$ cat src/reset_cause_pkg.sv
// Constants shared by the reset-cause status block.
// Assumes an 8-bit register port with byte offsets as printed.
package reset_cause_pkg;

  // --------------------------------------------------------------
  // Register offsets
  // --------------------------------------------------------------
  localparam logic [7:0] OFS_STATUS_LOW  = 8'h00;
  localparam logic [7:0] OFS_STATUS_HIGH = 8'h01;
  localparam logic [7:0] OFS_IRQ_STATUS  = 8'h08;
  localparam logic [7:0] OFS_IRQ_CLEAR   = 8'h09;
  localparam logic [7:0] OFS_IRQ_ENABLE  = 8'h0a;

  // --------------------------------------------------------------
  // Low status register fields
  // --------------------------------------------------------------
  localparam int POS_POWER_ON      = 7;
  localparam int POS_RESET_PIN     = 6;
  localparam int POS_WATCHDOG      = 5;
  localparam int POS_PLL_LOCK_LOSS = 3;
  localparam int POS_EXT_CLK_LOSS  = 2;
  localparam int POS_LOW_VOLTAGE   = 1;
  localparam int POS_LOW_LEAK_EXIT = 0;

  // --------------------------------------------------------------
  // High status register fields
  // --------------------------------------------------------------
  localparam int POS_STOP_ACK_ERR  = 5;
  localparam int POS_DEBUG_PORT    = 3;
  localparam int POS_SOFTWARE      = 2;
  localparam int POS_CORE_HANG     = 1;

  // --------------------------------------------------------------
  // Load values
  // --------------------------------------------------------------
  localparam logic [7:0] LOW_POWER_ON   = 8'h82;
  localparam logic [7:0] LOW_LOW_VOLT   = 8'h02;
  localparam logic [7:0] LOW_WAKE_PIN   = 8'h41;
  localparam logic [7:0] LOW_WAKE_OTHER = 8'h01;
  localparam logic [7:0] HIGH_CLEARED   = 8'h00;
  localparam logic [7:0] IRQ_RESET_VAL  = 8'h00;

  // --------------------------------------------------------------
  // Interrupt status bits
  // --------------------------------------------------------------
  localparam int POS_IRQ_RELEASE = 0;
  localparam int POS_IRQ_FAULT   = 1;

endpackage

$ cat src/reset_cause_status.sv
// Reset-cause status flags with a small interrupt bank.
// Assumes reset sources hold their cause levels steady while
// i_chip_reset is high; i_rstn is the power-on reset of this block.
`timescale 1ns/1ps

module reset_cause_status
  import reset_cause_pkg::*;
#(
  parameter int ADDR_WIDTH = 8
) (
  input  wire logic                  i_clock,
  input  wire logic                  i_rstn,
  input  wire logic                  i_clock_enable,
  input  wire logic                  i_chip_reset,
  input  wire logic                  i_power_on,
  input  wire logic                  i_reset_pin,
  input  wire logic                  i_watchdog,
  input  wire logic                  i_pll_lock_loss,
  input  wire logic                  i_ext_clock_loss,
  input  wire logic                  i_clock_monitor_enable,
  input  wire logic                  i_low_voltage_trip,
  input  wire logic                  i_low_voltage_reset_enable,
  input  wire logic                  i_wakeup,
  input  wire logic                  i_low_leak_stop,
  input  wire logic                  i_very_low_leak_stop,
  input  wire logic                  i_stop_ack_error,
  input  wire logic                  i_debug_reset_request,
  input  wire logic                  i_core_reset_request,
  input  wire logic                  i_core_hang,
  input  wire logic [ADDR_WIDTH-1:0] i_address,
  input  wire logic [7:0]            i_write_data,
  input  wire logic                  i_write_strobe,
  input  wire logic                  i_read_strobe,
  output logic      [7:0]            o_read_data,
  output logic                       o_irq
);

  // --------------------------------------------------------------
  // State
  // --------------------------------------------------------------
  typedef enum logic [1:0] {
    st_run     = 2'b01,
    st_capture = 2'b10
  } phase_t;

  phase_t      phase;
  phase_t      next_phase;
  logic [7:0]  status_low;
  logic [7:0]  status_high;
  logic [7:0]  irq_status;
  logic [7:0]  irq_enable;
  logic [7:0]  next_irq_status;
  logic [7:0]  next_irq_enable;
  logic [7:0]  next_read_data;
  logic        next_irq;

  // --------------------------------------------------------------
  // Cause qualification
  // --------------------------------------------------------------
  wire         low_volt_reset;
  wire         wake_allowed;
  wire         wake_reset;
  wire         deep_wake_reset;
  wire         clock_loss_seen;
  wire         high_cleared;
  logic [7:0]  other_low;
  logic [7:0]  other_high;
  logic [7:0]  wake_low;
  logic [7:0]  capture_low;
  logic [7:0]  capture_high;

  assign low_volt_reset  = i_low_voltage_trip & i_low_voltage_reset_enable;
  // Shallow stop only wakes through the reset pin
  assign wake_allowed    = i_very_low_leak_stop | (i_low_leak_stop & i_reset_pin);
  assign wake_reset      = i_wakeup & wake_allowed;
  assign deep_wake_reset = wake_reset & i_very_low_leak_stop;
  // A clock loss is only trusted with the monitor on
  assign clock_loss_seen = i_ext_clock_loss & i_clock_monitor_enable;
  assign high_cleared    = i_power_on | low_volt_reset | deep_wake_reset;

  always_comb begin
    other_low                    = 8'h00;
    other_low[POS_RESET_PIN]     = i_reset_pin;
    other_low[POS_WATCHDOG]      = i_watchdog;
    other_low[POS_PLL_LOCK_LOSS] = i_pll_lock_loss;
    other_low[POS_EXT_CLK_LOSS]  = clock_loss_seen;
    other_low[POS_LOW_LEAK_EXIT] = 1'b0;
  end

  always_comb begin
    other_high                   = 8'h00;
    other_high[POS_STOP_ACK_ERR] = i_stop_ack_error;
    other_high[POS_DEBUG_PORT]   = i_debug_reset_request;
    other_high[POS_SOFTWARE]     = i_core_reset_request;
    other_high[POS_CORE_HANG]    = i_core_hang;
  end

  assign wake_low = i_reset_pin ? LOW_WAKE_PIN : LOW_WAKE_OTHER;

  // Power-on outranks low voltage, which outranks a wakeup
  assign capture_low = i_power_on     ? LOW_POWER_ON :
                       low_volt_reset ? LOW_LOW_VOLT :
                       wake_reset     ? wake_low     :
                       other_low;
  assign capture_high = high_cleared ? HIGH_CLEARED : other_high;

  // --------------------------------------------------------------
  // Capture phase
  // --------------------------------------------------------------
  wire         capturing;
  wire         released;

  assign capturing = i_chip_reset;
  assign released  = (phase == st_capture) & ~i_chip_reset;

  always_comb begin
    case (phase)
      st_run:     next_phase = i_chip_reset ? st_capture : st_run;
      st_capture: next_phase = i_chip_reset ? st_capture : st_run;
      default:    next_phase = st_run;
    endcase
  end

  // --------------------------------------------------------------
  // Register port decode
  // --------------------------------------------------------------
  wire         sel_low;
  wire         sel_high;
  wire         sel_irq_status;
  wire         sel_irq_clear;
  wire         sel_irq_enable;
  wire         clear_write;
  wire         enable_write;
  logic [7:0]  read_mux;

  assign sel_low        = i_address == ADDR_WIDTH'(OFS_STATUS_LOW);
  assign sel_high       = i_address == ADDR_WIDTH'(OFS_STATUS_HIGH);
  assign sel_irq_status = i_address == ADDR_WIDTH'(OFS_IRQ_STATUS);
  assign sel_irq_clear  = i_address == ADDR_WIDTH'(OFS_IRQ_CLEAR);
  assign sel_irq_enable = i_address == ADDR_WIDTH'(OFS_IRQ_ENABLE);
  // Status flags have no write path at all
  assign clear_write    = i_write_strobe & sel_irq_clear;
  assign enable_write   = i_write_strobe & sel_irq_enable;

  // Clear register reads back zero, like unmapped space
  assign read_mux = sel_low        ? status_low  :
                    sel_high       ? status_high :
                    sel_irq_status ? irq_status  :
                    sel_irq_enable ? irq_enable  :
                    8'h00;
  assign next_read_data = i_read_strobe ? read_mux : 8'h00;

  // --------------------------------------------------------------
  // Interrupt bank
  // --------------------------------------------------------------
  wire         fault_cause;
  logic [7:0]  irq_set;
  logic [7:0]  irq_clear;

  // Judged on the values frozen at release
  assign fault_cause = (|status_high)
                     | status_low[POS_WATCHDOG]
                     | status_low[POS_PLL_LOCK_LOSS]
                     | status_low[POS_EXT_CLK_LOSS];

  always_comb begin
    irq_set                  = 8'h00;
    irq_set[POS_IRQ_RELEASE] = released;
    irq_set[POS_IRQ_FAULT]   = released & fault_cause;
  end

  assign irq_clear = clear_write ? i_write_data : 8'h00;
  // Sticky register only moves on a set or a clear
  wire         irq_touch;
  assign irq_touch = clear_write | (|irq_set);
  // Set wins so a release during a clear is not lost
  assign next_irq_status = (irq_status & ~irq_clear) | irq_set;
  assign next_irq_enable = enable_write ? i_write_data : irq_enable;
  assign next_irq        = |(next_irq_status & next_irq_enable);

  // --------------------------------------------------------------
  // Registers
  // --------------------------------------------------------------
  // Reload every cycle of reset; frozen from release onward
  hold_reg #(
    .WIDTH       (8),
    .RESET_VALUE (LOW_POWER_ON)
  ) low_reg_u (
    .i_clock        (i_clock),
    .i_rstn         (i_rstn),
    .i_clock_enable (i_clock_enable),
    .i_load         (capturing),
    .i_value        (capture_low),
    .o_value        (status_low)
  );

  // Reserved bits are zero in every capture value, so none can latch
  hold_reg #(
    .WIDTH       (8),
    .RESET_VALUE (HIGH_CLEARED)
  ) high_reg_u (
    .i_clock        (i_clock),
    .i_rstn         (i_rstn),
    .i_clock_enable (i_clock_enable),
    .i_load         (capturing),
    .i_value        (capture_high),
    .o_value        (status_high)
  );

  // Sticky interrupt flags
  hold_reg #(
    .WIDTH       (8),
    .RESET_VALUE (IRQ_RESET_VAL)
  ) irq_status_u (
    .i_clock        (i_clock),
    .i_rstn         (i_rstn),
    .i_clock_enable (i_clock_enable),
    .i_load         (irq_touch),
    .i_value        (next_irq_status),
    .o_value        (irq_status)
  );

  // Only a write to its own offset loads the enable
  hold_reg #(
    .WIDTH       (8),
    .RESET_VALUE (IRQ_RESET_VAL)
  ) irq_enable_u (
    .i_clock        (i_clock),
    .i_rstn         (i_rstn),
    .i_clock_enable (i_clock_enable),
    .i_load         (enable_write),
    .i_value        (i_write_data),
    .o_value        (irq_enable)
  );

  always_ff @(posedge i_clock or negedge i_rstn) begin
    if (!i_rstn) begin
      phase <= st_run;
    end else if (i_clock_enable) begin
      phase <= next_phase;
    end
  end

  // --------------------------------------------------------------
  // Output flops
  // --------------------------------------------------------------
  // Both outputs freeze with the enable, like every other flop
  always_ff @(posedge i_clock or negedge i_rstn) begin
    if (!i_rstn) begin
      o_irq <= 1'b0;
    end else if (i_clock_enable) begin
      o_irq <= next_irq;
    end
  end

  always_ff @(posedge i_clock or negedge i_rstn) begin
    if (!i_rstn) begin
      o_read_data <= 8'h00;
    end else if (i_clock_enable) begin
      o_read_data <= next_read_data;
    end
  end

endmodule

// --------------------------------------------------------------
// Loadable register with a fixed reset value
// --------------------------------------------------------------
module hold_reg #(
  parameter int               WIDTH       = 8,
  parameter logic [WIDTH-1:0] RESET_VALUE = '0
) (
  input  wire logic             i_clock,
  input  wire logic             i_rstn,
  input  wire logic             i_clock_enable,
  input  wire logic             i_load,
  input  wire logic [WIDTH-1:0] i_value,
  output logic      [WIDTH-1:0] o_value
);

  // Load is qualified by the enable so a frozen clock holds every bit
  always_ff @(posedge i_clock or negedge i_rstn) begin
    if (!i_rstn) begin
      o_value <= RESET_VALUE;
    end else if (i_clock_enable && i_load) begin
      o_value <= i_value;
    end
  end

endmodule

$ cat config.mk
export PLATFORM = sky130hd
export DESIGN_NAME = reset_cause_status
export DESIGN_NICKNAME = d
export VERILOG_FILES = /design/src/reset_cause_pkg.sv /design/src/reset_cause_status.sv
export SDC_FILE = /design/constraint.sdc
export NUM_CORES = 1
export LEC_CHECK = 0
export BUFFER_PORTS_ARGS = -buffer_cell sky130_fd_sc_hd__buf_4
export CAP_MARGIN = 20
export CORE_ASPECT_RATIO = 0.5
export CORE_MARGIN = 5
export CORE_UTILIZATION = 45
export CTS_CLUSTER_DIAMETER = 60
export DETAILED_ROUTE_END_ITERATION = 6
export PLACE_DENSITY_LB_ADDON = 0.2
export SYNTH_ARGS = -nofsm -noshare
export SYNTH_HDL_FRONTEND = slang
export SYNTH_SLANG_ARGS = --single-unit
$ cat constraint.sdc
create_clock -name i_clock -period 3 [get_ports i_clock]
set_input_delay 0.15 -clock i_clock [delete_from_list [all_inputs] [get_ports i_clock]]
set_output_delay 0.15 -clock i_clock [all_outputs]
set_load 0.02 [all_outputs]
---- Yosys cells after proc, flatten, opt, wreduce, memory -nomap -nowiden ----
Index checks and enable logic that the tools add are counted.
word-level totals
  input bits .............................. 37
  register bits after elaboration ......... 43
  output and inout bits ................... 9
  word-level logic and storage cells ...... 56
cells by class
  bitwise gates (word level) .............. 21
  reductions and logical operators ........ 8
  muxes and demuxes ....................... 14
  equal/unequal tests ..................... 6
operators with widths
  operator                                       number
  two-way mux 8 bit                              8
  == test 8 x 4 -> 1 bit, second input constant  3
  two-way mux 7 bit                              3
  AND 8 bit                                      2
  OR reduction 8 bit                             2
  AND 1 bit                                      9
  == test 8 x 1 -> 1 bit, second input constant  1
  logical NOT 8 bit                              1
  NOT 8 bit                                      1
  OR 8 x 2 -> 8 bit                              1
  OR 1 bit                                       7
  two-way mux 6 bit                              1
  two-way mux 2 bit                              2
  OR reduction 2 bit                             2
  logical AND 1 bit                              3
  == test 2 x 1 -> 1 bit, second input constant  1
  == test 2 bit, second input constant           1
  NOT 1 bit                                      1

---- Longest topological paths before layout ----
Gate-level depths: netlist of run 1.
  depth in word-level cells ............... 8
  gate-level depth with buffers ........... 7
  depth with buffers taken out ............ 7

---- Hierarchy ----
From an unflattened synthesis of run 1, not the netlist that was laid out.
unflattened totals
  cells, all modules ...................... 216
  area total of the unflattened synthesis .. 2,352.3 µm²
by module, submodules not included
  module                     instances  area each (µm²)  seq. area each (µm²)  cells an instance
  reset_cause_status         1          1,163.6          276.5                 148
  hold_reg (high_reg_u ...)  3          296.5            200.2                 17
  hold_reg (low_reg_u)       1          299.0            202.7                 17

---- Least setup slack after synthesis of run 1 ----
No wires, ideal clock.
  path kind ............................... in2reg
  start ................................... input port i_address[5]
  end ..................................... register irq_enable_u.o_value[0]
  library setup time ...................... 0.125 ns
  arrival time ............................ 1.986 ns
  path slack .............................. 0.889 ns
  stages .................................. 6
  data required time ...................... 2.875 ns
  path buffers ............................ 2
  cell sequence ........................... or4_4 > buf_6 > nor4_4 > and2_2 > buf_2 > mux2_2
between the ends
  cells in the longest elaborated chain, start to end .. 3
RTL lines
  what                    line                       RTL
  start: declaration      reset_cause_status.sv:30   input wire logic [ADDR_WIDTH-1:0] i_address,
  == test 8 x 4 -> 1 bit  reset_cause_status.sv:140  assign sel_irq_enable = i_address == ADDR_WIDTH'(OFS_IRQ_ENABLE);
  AND 1 bit               reset_cause_status.sv:143  assign enable_write = i_write_strobe & sel_irq_enable;
  logical AND 1 bit       reset_cause_status.sv:285  end else if (i_clock_enable && i_load) begin
  end signal: assignment  reset_cause_status.sv:286  o_value <= i_value;
  end: declaration        reset_cause_status.sv:278  output logic [WIDTH-1:0] o_value
Every way passes these cells.
A chain may end at the register's enable or synchronous reset.

---- Worst setup path in the final report of run 1 ----
  start ................................... input port i_address[5]
  end ..................................... register o_irq
between the ends
  cells in the longest elaborated chain, start to end .. 8
  elaborated cells on any way between the ends .. 11
  those cells by class .................... eq/ne (2); mux (2); bitwise (6); reduce/logical (1)
RTL lines
  what                    line                       RTL
  == test 8 x 4 -> 1 bit  reset_cause_status.sv:139  assign sel_irq_clear = i_address == ADDR_WIDTH'(OFS_IRQ_CLEAR);
  AND 1 bit               reset_cause_status.sv:142  assign clear_write = i_write_strobe & sel_irq_clear;
  two-way mux 8 bit       reset_cause_status.sv:172  assign irq_clear = clear_write ? i_write_data : 8'h00;
  NOT 8 bit               reset_cause_status.sv:177  assign next_irq_status = (irq_status & ~irq_clear) | irq_set;
  AND 8 bit               reset_cause_status.sv:177
  OR 8 x 2 -> 8 bit       reset_cause_status.sv:177
  AND 8 bit (*)           reset_cause_status.sv:179  assign next_irq = |(next_irq_status & next_irq_enable);
  OR reduction 8 bit (*)  reset_cause_status.sv:179
  end signal: assignment  reset_cause_status.sv:252  o_irq <= next_irq;
  end: declaration        reset_cause_status.sv:35   output logic o_irq
Every way passes the cells marked *; elsewhere a longest branch is shown, timed or not.

==> results.toml, run 1 <==
[run_status]
outcome = "complete, no violations"

[floorplanning]
row_count = 16
design.core.area_um2 = 4020
fp.dieArea_um2 = 5810
die_x_um = 103
io_pins = 46
initial_core_util_pct = 48.2
die_height_um = 56.4

[power_and_ir_drop]
peakVddDrop_mv = 0.283
power_density_nw_per_um2 = 445
power_leakage_nw = 1.13

[global_route]
grt_max_degree = 39
overflow = 0
grt_pass1_wl_um = 7890
grt_pass1_vias = 1565
antenna_found_initial = 0
grtUsageTotal_pct = 17.4

[sta]
period_share_pct = 68.2
min_period_ns = 2.05
tightest_slew_ns = 0.638
slew_violations = 0
finalSetupTns_ns = 0
setup_violations = 0
worst_clock_skew_ns = 0.00325
relSlewSlack_pct = 57.1
rsz0062_at_grt = "no"
hold_viol_final = 0
fmax_mhz = 489

[detailed_routing]
route.detailed.drc = 0
vias = 1537
drtAntennaViolNets = 0
drtIter0Drc = 70
wl_per_cell_um = 17.0
drt-total-wl_um = 4650
vias_per_cell = 5.63
dr.pass1.iters = 5

[final_layout]
nets = 256
layout-drive-gt1-share_pct = 35.2
final_core_util_pct = 60.3
syn2layout_area_growth_pct = 25.1
nFillCells = 356
num_antenna_cells = 0
final_common_cell = "buf_4"
layout.cells.most_common_list = "buf_4 (47), dfrtp_1 (35), mux2_2 (14), mux2i_1 (13), inv_1 (10)"

[logic_synthesis]
synth_top_area_cell = "dfrtp_1"
ys_seq_area_share_pct = 49.2
synth_edf_count = 0
synth.area.top_cells = "dfrtp_1 (45%), mux2_2 (8.1%), mux2i_1 (6.7%), dfstp_2 (4.1%), a22o_1 (3.6%)"
avgSynthCellArea_um2 = 11.4
syn-instance-count = 170
dominantRegCellSynth = "dfrtp_1"
yosys_warnings = 0
synth_top_area_share_pct = 45.1
syn-cell-area_um2 = 1940
synth-seq-cells = 38
async_flop_share_pct = 100
syn-num-nets = 208
synth_cell_type_count = 45

[placed_design]
gp_congestion = 0.777
port_buffers = 45
dp_hpwl_um = 3500

[setup_path]
cp_slowest_stage_delay_ns = 0.59
path_cells = "buf_4 > or4_4 > nor4_4 > mux2_2 > a32oi_1 > a41oi_2"
startpoint = "i_address[5]"
critPathArrivalTime_ns = 2.21
critical_path.top_delay_family = "simple AND/OR/NAND/NOR gates"
cpMaxStageDelayCell = "or4_4"
cp_max_fo = 9
path_class = "primary input to flop"
startpoint_type = "primary input"
critPathBufInv = 1
reg2reg_from = "high_reg_u.o_value[3]$_DFFE_PN0P_"
crit_required_ns = 3.16
cp-end-kind = "flop"

[min_path]
hold_path.class = "primary input to flop"
holdCritStartpoint = "i_write_data[4]"

[clock_tree]
clock_path_buffers = 2
cts_tree = "yes"
cts_root_buf = "clkbuf_8"
h-tree-depth = 2
cts_buffers = 5
path_clk_slew_ns = 0.07
ctsResizeCount = 0
clkLatencyLatePin_ns = 0.29
cts.sinks = 38

[job]
drv_cap = 0
-- state kept, by name (all words and copies together) (netlist names) --
name                  count
low_reg_u.o_value         7
o_read_data               8
phase                     2
high_reg_u.o_value        4
o_irq                     1
irq_status_u.o_value      8
irq_enable_u.o_value      8
-- power by group --
group	total [W]	switching (W)	internal, W
Sequential	0.000570	0.0000210	0.000549
Clock	0.000364	0.000179	0.000185
Combinational	0.000147	0.0000713	0.0000754
-- routing by layer --
metal  vias up  part of all wire (%)  GRT usage, %
met2        37                    44          25.1
met3         7                   6.4          5.19
met4         0                   1.5          6.46
met5         -                     0             0
li1        733                     -             -
met1       760                    48          24.6
-- final cells by class --
| type | instances | area [µm²] | share of cell area (%) |
|---|---|---|---|
| clock inverter | 1 | 5.00 | 0.206 |
| clock buffer | 7 | 86.3 | 3.56 |
| inverter | 11 | 41.3 | 1.70 |
| tap | 54 | 67.6 | 2.78 |
| sequential | 38 | 955 | 39.3 |
| multi-input combinational | 114 | 910 | 37.5 |
| timing repair buffer | 48 | 363 | 14.9 |
-- cells by family after synthesis --
kind of cell	share of synthesized area (%)
and+or+nand+nor	10.1
AOI/OAI and AO/OA	21.3
muxes	14.8
DFF	49.2
adders and majority gates	0.645
buffers and inverters	3.93
-- through the flow --
step	total power [W]	instance area [µm²]	std cells	hold slack, ns	setup slack [ns]
6_report	0.00108	2430	273	0.0565	0.954
5_1_grt	0.00114	2430	273	0.0559	0.891
4_1_cts	0.00109	2430	273	0.0516	0.967
3_5_place_dp	0.000726	2330	264	0.154	0.662
3_3_place_gp	0.000722	2330	264	0.144	0.715
2_1_floorplan	0.000651	1940	170	-0.146	0.889
-- what timing repair did --
action	in CTS	in global routing
hold buffers	1	0
endpoints found under the hold margin	35	0
buffers inserted	0	0
endpoints found under the setup margin	0	0
-- synth_stat cells (2+ instances only) --
cell       number
dfstp_2         3
inv_1          10
dfrtp_1        35
a221oi_1        2
o2bb2ai_1       6
a21boi_0        5
o22a_1          2
a32oi_1         2
a21o_1          3
clkbuf_1        5
nor4_1          3
a22o_1          8
nand2b_1        3
mux2_2         14
nor3_1          2
o21ai_0         4
a21oi_1         8
nor2_1          8
a31oi_1         2
mux2i_1        13
nand2_1         8
-- final timing paths --
check / endpoint / slack, ns / depth (start not counted)
max: o_irq$_DFFE_PN0P_ / 0.95 / 6
min: irq_status_u.o_value[4]$_DFFE_PN0P_ / 0.06 / 2
max reg2reg: o_irq$_DFFE_PN0P_ / 1.00 / 5
min reg2reg: phase[0]$_DFFE_PN1P_ / 0.49 / 2
max in group asynchronous: low_reg_u.o_value[1]$_DFFE_PN1P_ / 2.28 / 2
min in group asynchronous: phase[1]$_DFFE_PN0P_ / 0.36 / 2
(Power assumes the default switching activity.)
==> run 2, diff against run 1 <==
clock period = 1.9 ns   (was 3 ns; I/O delays follow)
==> run 2 against run 1 <==
Against the previous run:
- sequential power up 58%
- cell count up 5.9%
- combinational power up 78%
- highest routed layer unchanged
- count of clock-buffer cells in the layout down 2
- hold slack worse by 0.047 ns
- power up 69%
- critical path depth unchanged
- die area unchanged
- design area up 6.8%
- global-route usage up 0.057 points
- clock skew up 0.0028 ns
- non-clock buffer count up 16
==> results.toml, run 2 (synthesis gave the netlist of run 1 again) <==
[run_status]
outcome = "complete, no violations"

[setup_path]
cp_max_fo = 2
critPathBufInv = 1
r2r_setup_slack_ns = 0.04
critical_path.top_delay_family = "compound AO/OA/AOI/OAI gates"
reg2reg_depth = 6
path_cells = "or4_4 > o41ai_4 > buf_4 > o21a_1 > o32a_1 > a41oi_2"
crit_required_ns = 2.06
cp_slowest_stage_delay_ns = 0.54
path_class = "flop to flop"
crit-reg2reg-capture = "o_irq$_DFFE_PN0P_"
cpMaxStageDelayCell = "or4_4"
cp-end-kind = "flop"
reg2reg_from = "high_reg_u.o_value[3]$_DFFE_PN0P_"
critPathArrivalTime_ns = 2.02
startpoint_type = "flop"

[min_path]
hold_path_depth = 2
hold_path.class = "primary input to flop"
holdCritStartpoint = "i_write_data[6]"
hold_end = "irq_status_u.o_value[6]$_DFFE_PN0P_"

[sta]
relSlewSlack_pct = 68.1
tightest_slew_ns = 0.479
fmax_mhz = 536
worst_clock_skew_ns = 0.00604
period_share_pct = 98.1
slew_violations = 0
hold_viol_final = 0
rsz0062_at_grt = "yes"
min_period_ns = 1.86
setup_ws_ns = 0.0357
setup_violations = 0

[detailed_routing]
wl_per_cell_um = 16.1
dr.pass1.iters = 4
route.detailed.drc = 0
drtAntennaViolNets = 0
drt-total-wl_um = 4660
vias_per_cell = 5.62
drtIter0Drc = 61
vias = 1623

[final_layout]
reg_top3 = "irq_enable_u.o_value (8), irq_status_u.o_value (8), o_read_data (8)"
postLayoutCellArea_um2 = 2590
num_antenna_cells = 0
nets = 272
syn2layout_area_growth_pct = 33.6
final_core_util_pct = 64.4
layout-drive-gt1-share_pct = 40.0
final_common_cell = "buf_4"
nFillCells = 323
layout.cells.most_common_list = "buf_4 (61), dfrtp_1 (35), mux2_2 (14), mux2i_1 (13), inv_1 (10)"

[floorplanning]
fp.dieArea_um2 = 5810
io_pins = 46
design.core.area_um2 = 4020
initial_core_util_pct = 48.2
die_x_um = 103
die_height_um = 56.4
row_count = 16

[clock_tree]
path_clk_slew_ns = 0.07
h-tree-depth = 2
cts_buffers = 5
cts.sinks = 38
cts_tree = "yes"
clkLatencyLatePin_ns = 0.29
cts_root_buf = "clkbuf_8"
clock_path_buffers = 2

[placed_design]
gp_congestion = 0.832
port_buffers = 45
pre_cts_ws_ns = -0.111
post_dp_cell_area_um2 = 2430
dp_hpwl_um = 3540

[global_route]
grt_max_degree = 39
grt_pass1_vias = 1656
grt.met2_usage_pct = 25.4
grtUsageMet1_pct = 25.4
grtUsageTotal_pct = 17.5
grt_pass1_wl_um = 7940
busiest_layer = "met1"
antenna_found_initial = 0
overflow = 0
met3_usage_pct = 5.07

[power_and_ir_drop]
power_leakage_nw = 1.23
p_int_w = 0.00139
pwr-share-clk_pct = 36.3
power_density_nw_per_um2 = 705
power_w = 0.00183
swShare_pct = 23.7
p_sw_w = 0.000433
seqPwrFrac_pct = 49.3
peakVddDrop_mv = 0.364
p_comb_share_pct = 14.4

[job]
drv_cap = 0
[run 2: cell count changes in the layout (fill, tap and decap cells not counted)]
cell	delta
buf_4	+14
dlygate4sd3_1	+2
bufinv_16	+1
clkbuf_1	-1
clkbuf_8	-1
clkinv_2	+1
o41ai_1	-1
o41ai_4	+1
or4_1	-1
or4_4	+1
[run 2: power groups by stage]
stage | logic (W) | registers (W) | clock network (W)
6_report | 0.000262 | 0.000901 | 0.000664
5_1_grt | 0.000293 | 0.000908 | 0.000718
4_1_cts | 0.000263 | 0.000898 | 0.000685
3_5_place_dp | 0.000251 | 0.000913 | 0
3_3_place_gp | 0.000249 | 0.000911 | 0
2_1_floorplan | 0.000122 | 0.000906 | 0
[run 2: area by class of cell]
type | instances | area (µm²) | share of cell area (%)
flip-flops and latches | 38 | 955 | 36.8
multi-input cells | 114 | 932 | 36.0
inverters | 11 | 41.3 | 1.59
well taps | 54 | 67.6 | 2.61
clock inverters | 3 | 40.0 | 1.54
clock buffers | 5 | 68.8 | 2.65
repair buffers | 64 | 488 | 18.8
[run 2: worst register-to-register path, stage by stage, from the launching register on]
cell and delay [ns]:
dfrtp_1 0.38, or4_4 0.54, o41ai_4 0.22, buf_4 0.16, o21a_1 0.13, o32a_1 0.18, a41oi_2 0.12
[run 2: routing by layer]
layer	vias to the layer above	routed length, µm
met1	808	2180
met5	-	0
met2	43	2050
met4	0	47
li1	767	-
met3	5	384
[run 2: per-stage QoR]
step           std cells  hold slack [ns]  setup TNS [ns]
2_1_floorplan        170           -0.201           -1.40
3_5_place_dp         278           0.0906          -0.904
5_1_grt              289          0.00230         -0.0430
4_1_cts              289          0.00303               0
3_3_place_gp         278           0.0902          -0.658
6_report             289          0.00918               0
[run 2: timing repair]
| action | in CTS | in global routing |
|---|---|---|
| resized for setup | 2 | 1 |
| setup buffers | 0 | 0 |
| endpoints found under the hold margin | 37 | 0 |
| setup endpoints to repair | 1 | 1 |
| pin swaps | 0 | 1 |
| gates cloned | 0 | 0 |
| hold buffers | 3 | 0 |
[run 2: worst max-delay path by stage]
stage / start / to / slack [ns] / cells after the start
6_report: high_reg_u.o_value[3]$_DFFE_PN0P_ / o_irq$_DFFE_PN0P_ / 0.04 / 6
3_3_place_gp: i_address[5] / o_irq$_DFFE_PN0P_ / -0.08 / 7
3_5_place_dp: i_address[5] / o_read_data[3]$_DFFE_PN0P_ / -0.11 / 6
4_1_cts: high_reg_u.o_value[3]$_DFFE_PN0P_ / o_irq$_DFFE_PN0P_ / 0.004 / 6
5_1_grt: high_reg_u.o_value[3]$_DFFE_PN0P_ / o_irq$_DFFE_PN0P_ / -0.04 / 6
2_1_floorplan: i_address[5] / irq_enable_u.o_value[0]$_DFFE_PN0P_ / -0.16 / 6
